### config.mk
export PLATFORM = sky130hd
export DESIGN_NAME = port_ab_alternate_function_mux
export DESIGN_NICKNAME = d
export VERILOG_FILES = /design/src/hdl/port_ab_mux_pkg.sv /design/src/hdl/pin_override_resolve.sv /design/src/hdl/port_ab_alternate_function_mux.sv
export SDC_FILE = /design/constraint.sdc
export NUM_CORES = 1
export LEC_CHECK = 0
export ABC_AREA = 1
export BUFFER_PORTS_ARGS = -buffer_cell sky130_fd_sc_hd__buf_2
export CAP_MARGIN = 15
export CORE_AREA = 2 2 74 76
export CTS_BUF_LIST = sky130_fd_sc_hd__clkbuf_4 sky130_fd_sc_hd__clkbuf_8 sky130_fd_sc_hd__clkbuf_16
export DETAILED_ROUTE_END_ITERATION = 16
export DIE_AREA = 0 0 76 78
export PLACE_DENSITY = 0.84
export RECOVER_POWER = 100
export SYNTH_ARGS = -nofsm -noshare
export SYNTH_HDL_FRONTEND = slang
export SYNTH_SLANG_ARGS = --single-unit
### constraint.sdc
create_clock -name core_clk -period 1.1 [get_ports core_clk]
set_input_delay 0.165 -clock core_clk [delete_from_list [all_inputs] [get_ports core_clk]]
set_output_delay 0.165 -clock core_clk [all_outputs]
set_load 0.01 [all_outputs]
### src/hdl/port_ab_mux_pkg.sv
// shared constants for the port a/b alternate function override logic
package port_ab_mux_pkg;

  localparam int PORT_WIDTH = 8;

  // port b pin positions of the alternate functions
  localparam int SCK_BIT = 7;
  localparam int MISO_BIT = 6;
  localparam int MOSI_BIT = 5;
  localparam int SLAVE_SEL_BIT = 4;
  localparam int CMP_B_BIT = 4;
  localparam int CMP_A_BIT = 3;
  localparam int COMP_NEG_BIT = 3;
  localparam int COMP_POS_BIT = 2;
  localparam int EXT_IRQ2_BIT = 2;
  localparam int CLK_OUT_BIT = 1;
  localparam int TMR1_CNT_BIT = 1;
  localparam int TMR0_CNT_BIT = 0;
  localparam int USART_CLK_BIT = 0;

  // change source numbering: port a is 7..0, port b is 15..8
  localparam int CHANGE_A_BASE = 0;
  localparam int CHANGE_B_BASE = 8;
  localparam int CHANGE_SRC_WIDTH = 16;

  // pad drive value loaded during reset, and all-zero/all-one fills
  localparam logic [7:0] PAD_RESET = 8'h00;
  localparam logic [7:0] ALL_ZERO = 8'h00;
  localparam logic [7:0] ALL_ONE = 8'hFF;

  // spi operating mode seen by the override logic
  typedef enum logic [1:0] {
    SPI_OFF = 2'b00,
    SPI_SLAVE = 2'b01,
    SPI_MASTER = 2'b10
  } spi_mode_t;

  // digital input seen by an alternate function, gated by its enable
  function automatic logic [7:0] gate_input(input logic [7:0] pad, input logic [7:0] en);
    gate_input = pad & en;
  endfunction : gate_input

endpackage : port_ab_mux_pkg

### src/hdl/pin_override_resolve.sv
// per-pin resolution of override signals against ordinary port control
`timescale 1ns/1ps
`default_nettype none
module pin_override_resolve #(
  parameter int WIDTH = 8
) (
  input wire logic [WIDTH-1:0] dirBits,
  input wire logic [WIDTH-1:0] outBits,
  input wire logic pullupDisable,
  input wire logic sleepDinDisable,
  input wire logic [WIDTH-1:0] pullupOverrideEn,
  input wire logic [WIDTH-1:0] pullupOverrideVal,
  input wire logic [WIDTH-1:0] dirOverrideEn,
  input wire logic [WIDTH-1:0] dirOverrideVal,
  input wire logic [WIDTH-1:0] outvalOverrideEn,
  input wire logic [WIDTH-1:0] outvalOverrideVal,
  input wire logic [WIDTH-1:0] dinEnableOverrideEn,
  input wire logic [WIDTH-1:0] dinEnableOverrideVal,
  output logic [WIDTH-1:0] pullupOn,
  output logic [WIDTH-1:0] driverOn,
  output logic [WIDTH-1:0] driveVal,
  output logic [WIDTH-1:0] dinEnable
);

  always_comb begin
    for (int i = 0; i < WIDTH; i++) begin
      // pullup only for an input pin with a high port bit and pullups allowed
      pullupOn[i] = pullupOverrideEn[i] ? pullupOverrideVal[i]
                                        : (!dirBits[i] && outBits[i] && !pullupDisable);
      driverOn[i] = dirOverrideEn[i] ? dirOverrideVal[i] : dirBits[i];
      // value only matters while the driver is on
      driveVal[i] = outvalOverrideEn[i] ? outvalOverrideVal[i] : outBits[i];
      dinEnable[i] = dinEnableOverrideEn[i] ? dinEnableOverrideVal[i] : !sleepDinDisable;
    end
  end

endmodule : pin_override_resolve
`default_nettype wire

### src/hdl/port_ab_alternate_function_mux.sv
// port a/b alternate function override logic between peripherals and pads
`timescale 1ns/1ps
`default_nettype none

module port_ab_alternate_function_mux
  import port_ab_mux_pkg::*;
#(
  parameter int WIDTH = PORT_WIDTH
) (
  input wire logic core_clk,
  input wire logic sys_rst,
  input wire logic [WIDTH-1:0] portaDirBits,
  input wire logic [WIDTH-1:0] portaOutBits,
  input wire logic [WIDTH-1:0] portbDirBits,
  input wire logic [WIDTH-1:0] portbOutBits,
  input wire logic pullupDisable,
  input wire logic sleepDinDisable,
  input wire logic [WIDTH-1:0] padAIn,
  input wire logic [WIDTH-1:0] padBIn,
  input wire logic [WIDTH-1:0] changeMaskGroup0,
  input wire logic changeGroup0Enable,
  input wire logic [WIDTH-1:0] changeMaskGroup1,
  input wire logic changeGroup1Enable,
  input wire logic [WIDTH-1:0] convDinDisable,
  input wire logic spiEnable,
  input wire logic spiMaster,
  input wire logic spiSckOut,
  input wire logic spiSlaveOut,
  input wire logic spiMasterOut,
  input wire logic tmr0CmpAEnable,
  input wire logic tmr0CmpAOut,
  input wire logic tmr0CmpBEnable,
  input wire logic tmr0CmpBOut,
  input wire logic extIrq2Enable,
  input wire logic clkOutFuse,
  input wire logic dividedClkOut,
  input wire logic usartSyncMode,
  input wire logic usartClkOut,
  output logic [WIDTH-1:0] padAOut,
  output logic [WIDTH-1:0] padAOe,
  output logic [WIDTH-1:0] padAPullup,
  output logic [WIDTH-1:0] padBOut,
  output logic [WIDTH-1:0] padBOe,
  output logic [WIDTH-1:0] padBPullup,
  output logic [WIDTH-1:0] padADinEn,
  output logic [WIDTH-1:0] padBDinEn,
  output logic [WIDTH-1:0] convChannelIn,
  output logic [CHANGE_SRC_WIDTH-1:0] changeSrc,
  output logic spiSckIn,
  output logic spiMasterIn,
  output logic spiSlaveIn,
  output logic spiSlaveSelected,
  output logic comparatorNegIn,
  output logic comparatorPosIn,
  output logic extIrq2,
  output logic tmr1CountIn,
  output logic tmr0CountIn,
  output logic usart0ExtClkIn
);

  spi_mode_t spiMode;
  logic spiSlave;
  logic spiMst;

  // port a override signals
  logic [WIDTH-1:0] aChangeOn;
  logic [WIDTH-1:0] aDinOvrEn;
  logic [WIDTH-1:0] aDinOvrVal;

  // port b override signals
  logic [WIDTH-1:0] bPullOvrEn;
  logic [WIDTH-1:0] bPullOvrVal;
  logic [WIDTH-1:0] bDirOvrEn;
  logic [WIDTH-1:0] bDirOvrVal;
  logic [WIDTH-1:0] bValOvrEn;
  logic [WIDTH-1:0] bValOvrVal;
  logic [WIDTH-1:0] bDinOvrEn;
  logic [WIDTH-1:0] bDinOvrVal;

  // resolved pin controls
  logic [WIDTH-1:0] aPull;
  logic [WIDTH-1:0] aDrv;
  logic [WIDTH-1:0] aVal;
  logic [WIDTH-1:0] aDinEn;
  logic [WIDTH-1:0] bPull;
  logic [WIDTH-1:0] bDrv;
  logic [WIDTH-1:0] bVal;
  logic [WIDTH-1:0] bDinEn;
  logic [WIDTH-1:0] aDin;
  logic [WIDTH-1:0] bDin;

  // registered pad drive
  logic [WIDTH-1:0] padAOut_reg;
  logic [WIDTH-1:0] padAOut_next;
  logic [WIDTH-1:0] padAOe_reg;
  logic [WIDTH-1:0] padAOe_next;
  logic [WIDTH-1:0] padAPullup_reg;
  logic [WIDTH-1:0] padAPullup_next;
  logic [WIDTH-1:0] padBOut_reg;
  logic [WIDTH-1:0] padBOut_next;
  logic [WIDTH-1:0] padBOe_reg;
  logic [WIDTH-1:0] padBOe_next;
  logic [WIDTH-1:0] padBPullup_reg;
  logic [WIDTH-1:0] padBPullup_next;

  always_comb begin
    if (!spiEnable) begin
      spiMode = SPI_OFF;
    end else if (spiMaster) begin
      spiMode = SPI_MASTER;
    end else begin
      spiMode = SPI_SLAVE;
    end
  end

  assign spiSlave = (spiMode == SPI_SLAVE);
  assign spiMst = (spiMode == SPI_MASTER);

  // port a: only the input enable is ever overridden
  always_comb begin
    aChangeOn = changeMaskGroup0 & {WIDTH{changeGroup0Enable}};
    aDinOvrEn = aChangeOn | convDinDisable;
    aDinOvrVal = aChangeOn;
  end

  // port b override table
  always_comb begin
    bPullOvrEn = ALL_ZERO;
    bPullOvrVal = ALL_ZERO;
    bDirOvrEn = ALL_ZERO;
    bDirOvrVal = ALL_ZERO;
    bValOvrEn = ALL_ZERO;
    bValOvrVal = ALL_ZERO;
    // serial clock: input as slave; as master the spi sets the value, the port bit the direction
    bDirOvrEn[SCK_BIT] = spiSlave;
    bValOvrEn[SCK_BIT] = spiMst;
    bValOvrVal[SCK_BIT] = spiSckOut;
    // master in / slave out
    bDirOvrEn[MISO_BIT] = spiMst;
    bValOvrEn[MISO_BIT] = spiSlave;
    bValOvrVal[MISO_BIT] = spiSlaveOut;
    // master out / slave in
    bDirOvrEn[MOSI_BIT] = spiSlave;
    bValOvrEn[MOSI_BIT] = spiMst;
    bValOvrVal[MOSI_BIT] = spiMasterOut;
    // slave select shares its pin with compare b
    bDirOvrEn[SLAVE_SEL_BIT] = spiSlave;
    bValOvrEn[CMP_B_BIT] = tmr0CmpBEnable;
    bValOvrVal[CMP_B_BIT] = tmr0CmpBOut;
    bValOvrEn[CMP_A_BIT] = tmr0CmpAEnable;
    bValOvrVal[CMP_A_BIT] = tmr0CmpAOut;
    // a forced spi input keeps its pullup under the port bit
    for (int i = SLAVE_SEL_BIT; i <= SCK_BIT; i++) begin
      bPullOvrEn[i] = bDirOvrEn[i];
      bPullOvrVal[i] = portbOutBits[i] & !pullupDisable;
    end
    // clock fuse wins over both port bits of pin 1
    bDirOvrEn[CLK_OUT_BIT] = clkOutFuse;
    bDirOvrVal[CLK_OUT_BIT] = clkOutFuse;
    bValOvrEn[CLK_OUT_BIT] = clkOutFuse;
    bValOvrVal[CLK_OUT_BIT] = dividedClkOut;
    // usart clock is an output only when the direction bit says so
    bValOvrEn[USART_CLK_BIT] = usartSyncMode & portbDirBits[USART_CLK_BIT];
    bValOvrVal[USART_CLK_BIT] = usartClkOut;
    bDinOvrEn = changeMaskGroup1 & {WIDTH{changeGroup1Enable}};
    bDinOvrEn[EXT_IRQ2_BIT] = bDinOvrEn[EXT_IRQ2_BIT] | extIrq2Enable;
    bDinOvrVal = ALL_ONE;
  end

  pin_override_resolve #(
    .WIDTH(WIDTH)
  ) u_resolve_a (
    .dirBits(portaDirBits),
    .outBits(portaOutBits),
    .pullupDisable(pullupDisable),
    .sleepDinDisable(sleepDinDisable),
    .pullupOverrideEn(ALL_ZERO),
    .pullupOverrideVal(ALL_ZERO),
    .dirOverrideEn(ALL_ZERO),
    .dirOverrideVal(ALL_ZERO),
    .outvalOverrideEn(ALL_ZERO),
    .outvalOverrideVal(ALL_ZERO),
    .dinEnableOverrideEn(aDinOvrEn),
    .dinEnableOverrideVal(aDinOvrVal),
    .pullupOn(aPull),
    .driverOn(aDrv),
    .driveVal(aVal),
    .dinEnable(aDinEn)
  );

  pin_override_resolve #(
    .WIDTH(WIDTH)
  ) u_resolve_b (
    .dirBits(portbDirBits),
    .outBits(portbOutBits),
    .pullupDisable(pullupDisable),
    .sleepDinDisable(sleepDinDisable),
    .pullupOverrideEn(bPullOvrEn),
    .pullupOverrideVal(bPullOvrVal),
    .dirOverrideEn(bDirOvrEn),
    .dirOverrideVal(bDirOvrVal),
    .outvalOverrideEn(bValOvrEn),
    .outvalOverrideVal(bValOvrVal),
    .dinEnableOverrideEn(bDinOvrEn),
    .dinEnableOverrideVal(bDinOvrVal),
    .pullupOn(bPull),
    .driverOn(bDrv),
    .driveVal(bVal),
    .dinEnable(bDinEn)
  );

  // inputs bypass any synchronizer; receivers that are not clocks sync themselves
  assign aDin = gate_input(padAIn, aDinEn);
  assign bDin = gate_input(padBIn, bDinEn);
  assign padADinEn = aDinEn;
  assign padBDinEn = bDinEn;

  // analog path ignores the digital input enable
  assign convChannelIn = padAIn;
  assign comparatorNegIn = padBIn[COMP_NEG_BIT];
  assign comparatorPosIn = padBIn[COMP_POS_BIT];

  assign changeSrc[CHANGE_A_BASE +: WIDTH] = aDin;
  assign changeSrc[CHANGE_B_BASE +: WIDTH] = bDin;

  assign spiSckIn = bDin[SCK_BIT];
  assign spiMasterIn = bDin[MISO_BIT];
  assign spiSlaveIn = bDin[MOSI_BIT];
  // select line low addresses this slave
  assign spiSlaveSelected = spiSlave & !padBIn[SLAVE_SEL_BIT];
  assign extIrq2 = bDin[EXT_IRQ2_BIT];
  assign tmr1CountIn = bDin[TMR1_CNT_BIT];
  assign tmr0CountIn = bDin[TMR0_CNT_BIT];
  assign usart0ExtClkIn = bDin[USART_CLK_BIT];

  always_comb begin
    if (sys_rst) begin
      // all pins float in reset, except the clock output pin
      padAOut_next = PAD_RESET;
      padAOe_next = PAD_RESET;
      padAPullup_next = PAD_RESET;
      padBOut_next = PAD_RESET;
      padBOe_next = PAD_RESET;
      padBPullup_next = PAD_RESET;
      padBOe_next[CLK_OUT_BIT] = clkOutFuse;
      padBOut_next[CLK_OUT_BIT] = clkOutFuse & dividedClkOut;
    end else begin
      padAOut_next = aVal;
      padAOe_next = aDrv;
      padAPullup_next = aPull;
      padBOut_next = bVal;
      padBOe_next = bDrv;
      padBPullup_next = bPull;
    end
  end

  // one cycle of latency on pad drive; a fast clock out sees it as delay only
  always_ff @(posedge core_clk) begin
    padAOut_reg <= padAOut_next;
    padAOe_reg <= padAOe_next;
    padAPullup_reg <= padAPullup_next;
    padBOut_reg <= padBOut_next;
    padBOe_reg <= padBOe_next;
    padBPullup_reg <= padBPullup_next;
  end

  assign padAOut = padAOut_reg;
  assign padAOe = padAOe_reg;
  assign padAPullup = padAPullup_reg;
  assign padBOut = padBOut_reg;
  assign padBOe = padBOe_reg;
  assign padBPullup = padBPullup_reg;
endmodule : port_ab_alternate_function_mux
`default_nettype wire

### After elaboration in Yosys (flattened, before gate mapping)

Cells that the tools add are included.

* multiplexer cells: 32
* reductions and logical operators: 53
* equality and inequality tests: 2
* bitwise logic cells: 13

Operator list (number)
* AND 8 bit: 4
* logical AND 1 bit: 32
* 2-to-1 mux 1 bit: 28
* zero test 1 bit: 19
* 2-to-1 mux 2 bit: 4
* OR 8 bit: 1
* AND 1 bit: 7
* OR reduction 2 bit: 2
* equality test 2 x 1 -> 1 bit, second input constant: 1
* equality test 2 bit, second input constant: 1
* OR 1 bit: 1

* output and inout port bits: 98
* word-level logic and storage cells: 110
* register bits after elaboration: 48

### Depth between registers and ports, before layout

* depth after elaboration: 4
* depth in mapped cells: 5

### Hierarchy

From an unflattened synthesis, not the netlist that was laid out.

* cells, all modules: 480
* area total of the unflattened synthesis: 2740.1 um2

By module, submodules not included
* port_ab_alternate_function_mux: times used 1, area each 1876.8 um2, sequential area each 960.9 um2, cells an instance 270
* pin_override_resolve: times used 2, area each 431.7 um2, sequential area each 0.0 um2, cells an instance 105

### Worst setup path before layout

No wires, ideal clock.

* path type: input to output
* start point: input port changeGroup1Enable
* end point: output port changeSrc[8]
* data required time: 935 ps
* stages: 4
* buffers on the path: 2
* setup slack: -46 ps
* arrival: 981 ps
* cell sequence: buf_2 nand2_1 a21boi_0 buf_4

* cells in the longest elaborated chain, start to end: 3

RTL lines
* start, declared: line port_ab_alternate_function_mux.sv:23 `input wire logic changeGroup1Enable,`
* AND 8 bit: line port_ab_alternate_function_mux.sv:165 `bDinOvrEn = changeMaskGroup1 & {WIDTH{changeGroup1Enable}};`
* 2-to-1 mux 1 bit: line pin_override_resolve.sv:33 `dinEnable[i] = dinEnableOverrideEn[i] ? dinEnableOverrideVal[i] : !sleepDinDisable;`
* AND 8 bit: line port_ab_mux_pkg.sv:40 `gate_input = pad & en;`
* end, declared: line port_ab_alternate_function_mux.sv:48 `output logic [CHANGE_SRC_WIDTH-1:0] changeSrc,`

No other way between the ends.

### Worst setup path after layout

* start point: input port sleepDinDisable
* end point: output port changeSrc[0]

* cells in the longest elaborated chain, start to end: 3

RTL lines
* start, declared: line port_ab_alternate_function_mux.sv:17 `input wire logic sleepDinDisable,`
* zero test 1 bit: line pin_override_resolve.sv:33
* 2-to-1 mux 1 bit: line pin_override_resolve.sv:33
* AND 8 bit: line port_ab_mux_pkg.sv:40

No other way between the ends.

==> results.toml <==
[run_status]
run_status = "finished clean"

[timing]
unrepaired_setup_endpoints_after_global_routing = "false"
worstMarginPinSlew_ns = 0.418
period_minus_slack_ns = 1.05
fin_crit_sh_pct = 95.9
number_of_hold_violations_in_the_final_report = 0
fin_ws_ns = 0.0456
timing.final.max_slew_violations = 0
worst_max_slew_margin_expressed_relative_to_the_limit_pct = 72.1
timing.fmax_mhz = 948
final-setup-viol-count = 0

[worst_setup_path]
worst_path_dominant_cell_family = "simple AND/OR/NAND/NOR gates"
timing.critical_path.slowest_cell_delay_ns = 0.30
worst_setup_sp_type = "input port"
timing.setup.critical_path_class = "input port to output pin"
crit_chain = "buf_6 > or2_2 > a21oi_2 > clkbuf_2"
crit_buf_inv = 2
critical_path_required_ns = 0.94
worstPathArrival_ns = 0.89
worst-path-max-fanout = 20
critPathSlowestCell = "sky130_fd_sc_hd__or2_2"
setup.worst_path.end_class = "output pin"

[clock_tree]
max-clock-path-buffers = 2
tritoncts = "built"
number_of_cts_inserted_buffers = 5
cts-root-buf = "sky130_fd_sc_hd__clkbuf_8"
htreeDepth = 2
clkSinkCount = 48
post-cts-setup-buffers = 0
clk_pin_slew_worst_paths_ns = 0.09

[yosys]
synth-warning-count = 0
synth_top_cell_area_share_pct = 49.7
syn_nets = 332
synth.ff_latch_count = 48
synth.area.top_cells = "sky130_fd_sc_hd__dfxtp_1 (50%), sky130_fd_sc_hd__nand2_1 (9.7%), sky130_fd_sc_hd__buf_4 (7.8%)"
avgSynthCellArea_um2 = 8.06
synth.cells.most_frequent = "sky130_fd_sc_hd__nand2_1 (50), sky130_fd_sc_hd__dfxtp_1 (48), sky130_fd_sc_hd__inv_1 (33), sky130_fd_sc_hd__nor2_1 (29), sky130_fd_sc_hd__buf_4 (20)"
synth_most_common_cell = "sky130_fd_sc_hd__nand2_1"
fraction_of_registers_with_async_set_reset_pct = 0
seq_area_frac_synth_pct = 49.7
netlist_area_um2 = 1930
post_synth_num_cell_types = 21
synth_enable_flop_cells = 0
synth_cells = 240
yosys.area.top_type = "sky130_fd_sc_hd__dfxtp_1"
predominant_post_synthesis_flop_cell = "sky130_fd_sc_hd__dfxtp_1"

[min_path]
hold_wc_path_type = "input port to flip-flop"

[finish]
design.final.nets = 509
final_layout_size_suffix_gt1_share_pct = 31.1
fin_cells = 489
register_area_um2 = 961
multi_input_comb_area_um2 = 633
finish.utilization_pct = 55.6
filler_cell_count = 525
postLayoutCellArea_um2 = 2800
area_delta_synth_final_pct = 45.0

[floorplan]
core_region_area_um2 = 5040
dieArea_um2 = 5930
top_level_ports = 190
initial_core_util_pct = 38.4
floorplan.die.width_um = 76
floorplan.rows = 26
chipHeight_um = 78

[global_routing]
grt_pass1_wl_um = 9470
grt_antenna_before_repair = 3
grt_start_max_net_pins = 21
globalRoute.totalOverflow = 0
globalRouteTotalUtil_pct = 20.5
first_global_vias = 2042

[placed_design]
final_weighted_congestion_in_routability_driven_placement = 0.798
buffer_ports.inserted = 189
dpl_cell_area_um2 = 2830
dp.final_hpwl_um = 5220
placed_insts = 480
dp_slack_ns = -0.0414

[power]
vdd_ir_drop_max_mv = 1.07
netSwitchingPower_mw = 1.03
intPower_mw = 2.80
power_density_nw_per_um2 = 1370
power.share.clock_pct = 33.5
p_comb_share_pct = 18.5
power.share.switching_pct = 27.0
power_frac_seq_pct = 48.0
total_leakage_power_nw = 1.46

[run]
max_cap_viol_count = 0

[route]
routed_via_density = 4.39
route.vias.total = 2147
drt-wirelength-per-cell_um = 12.7
wirelength_um = 6230
drc = 0
drtIter0Drc = 40
ant_nets = 0
detail_route.first_pass.iterations = 4
-- final timing paths --
| check | to | from | cells after the start |
|---|---|---|---|
| setup / recovery | changeSrc[0] | sleepDinDisable | 4 |
| hold / removal | padAPullup[5] | portaDirBits[5] | 2 |
-- layout by cell type, fill, tap and decap left out, drive strengths merged --
master,synthesis,layout
a21o,1,1
nor3,10,10
a21boi,7,7
buf,25,99
inv,35,35
nand3,5,5
bufinv,0,1
a21oi,17,17
or2,8,8
clkbuf,0,101
nand2,50,50
clkinv,0,2
diode,0,1
dfxtp,48,48
nor2,30,30
o21ai,3,3
and2,1,1
-- per-stage QoR --
step	total power, mW	TNS [ns]	hold WS (ns)
3_5_place_dp	2.64	-0.0448	0.351
5_1_grt	4.01	0	0.0148
4_1_cts	3.91	0	0.0222
6_report	3.83	0	0.0261
2_1_floorplan	2.27	0	0.235
3_3_place_gp	2.62	-0.0276	0.344
-- power groups by stage --
stage / clock (mW) / combinational, mW / sequential, mW
2_1_floorplan: 0 / 0.344 / 1.93
3_3_place_gp: 0 / 0.747 / 1.88
3_5_place_dp: 0 / 0.762 / 1.88
4_1_cts: 1.31 / 0.767 / 1.84
5_1_grt: 1.37 / 0.784 / 1.85
6_report: 1.28 / 0.711 / 1.84
-- area by class of cell --
cell class                      instances  share of cell area (%)
Sequential cell                        48                    34.3
Timing Repair Buffer                  195                    31.1
Multi-Input combinational cell        132                    22.6
Inverter                               35                    4.69
Tap cell                               70                    3.12
Clock buffer                            5                    2.45
Clock inverter                          3                    1.70
Antenna cell                            1                  0.0892
-- routing by layer --
layer / share of wire, % / vias to the layer above / track usage (%)
li1: - / 1065 / -
met1: 35 / 927 / 17.8
met2: 50 / 129 / 39.0
met3: 11 / 22 / 9.42
met4: 3.7 / 4 / 11.3
met5: 0.47 / - / 0
-- kinds of logic (layout without fill, tap and decap cells) --
logic type	Yosys count	in the layout	share of synthesized area, %
buffers and inverters	60	238	16.5
flip-flops	48	48	49.7
other	0	1	0
AO/OA/AOI/OAI	28	28	9.06
AND/OR/NAND/NOR	104	104	24.8
-- what timing repair did --
item | 4_1_cts | 5_1_grt
hold buffers | 0 | 0
setup endpoints to repair | 3 | 5
pin swaps | 0 | 0
endpoints found under the hold margin | 0 | 0
gates resized for setup | 2 | 5
Note: power is estimated with default switching activity, not from simulation.
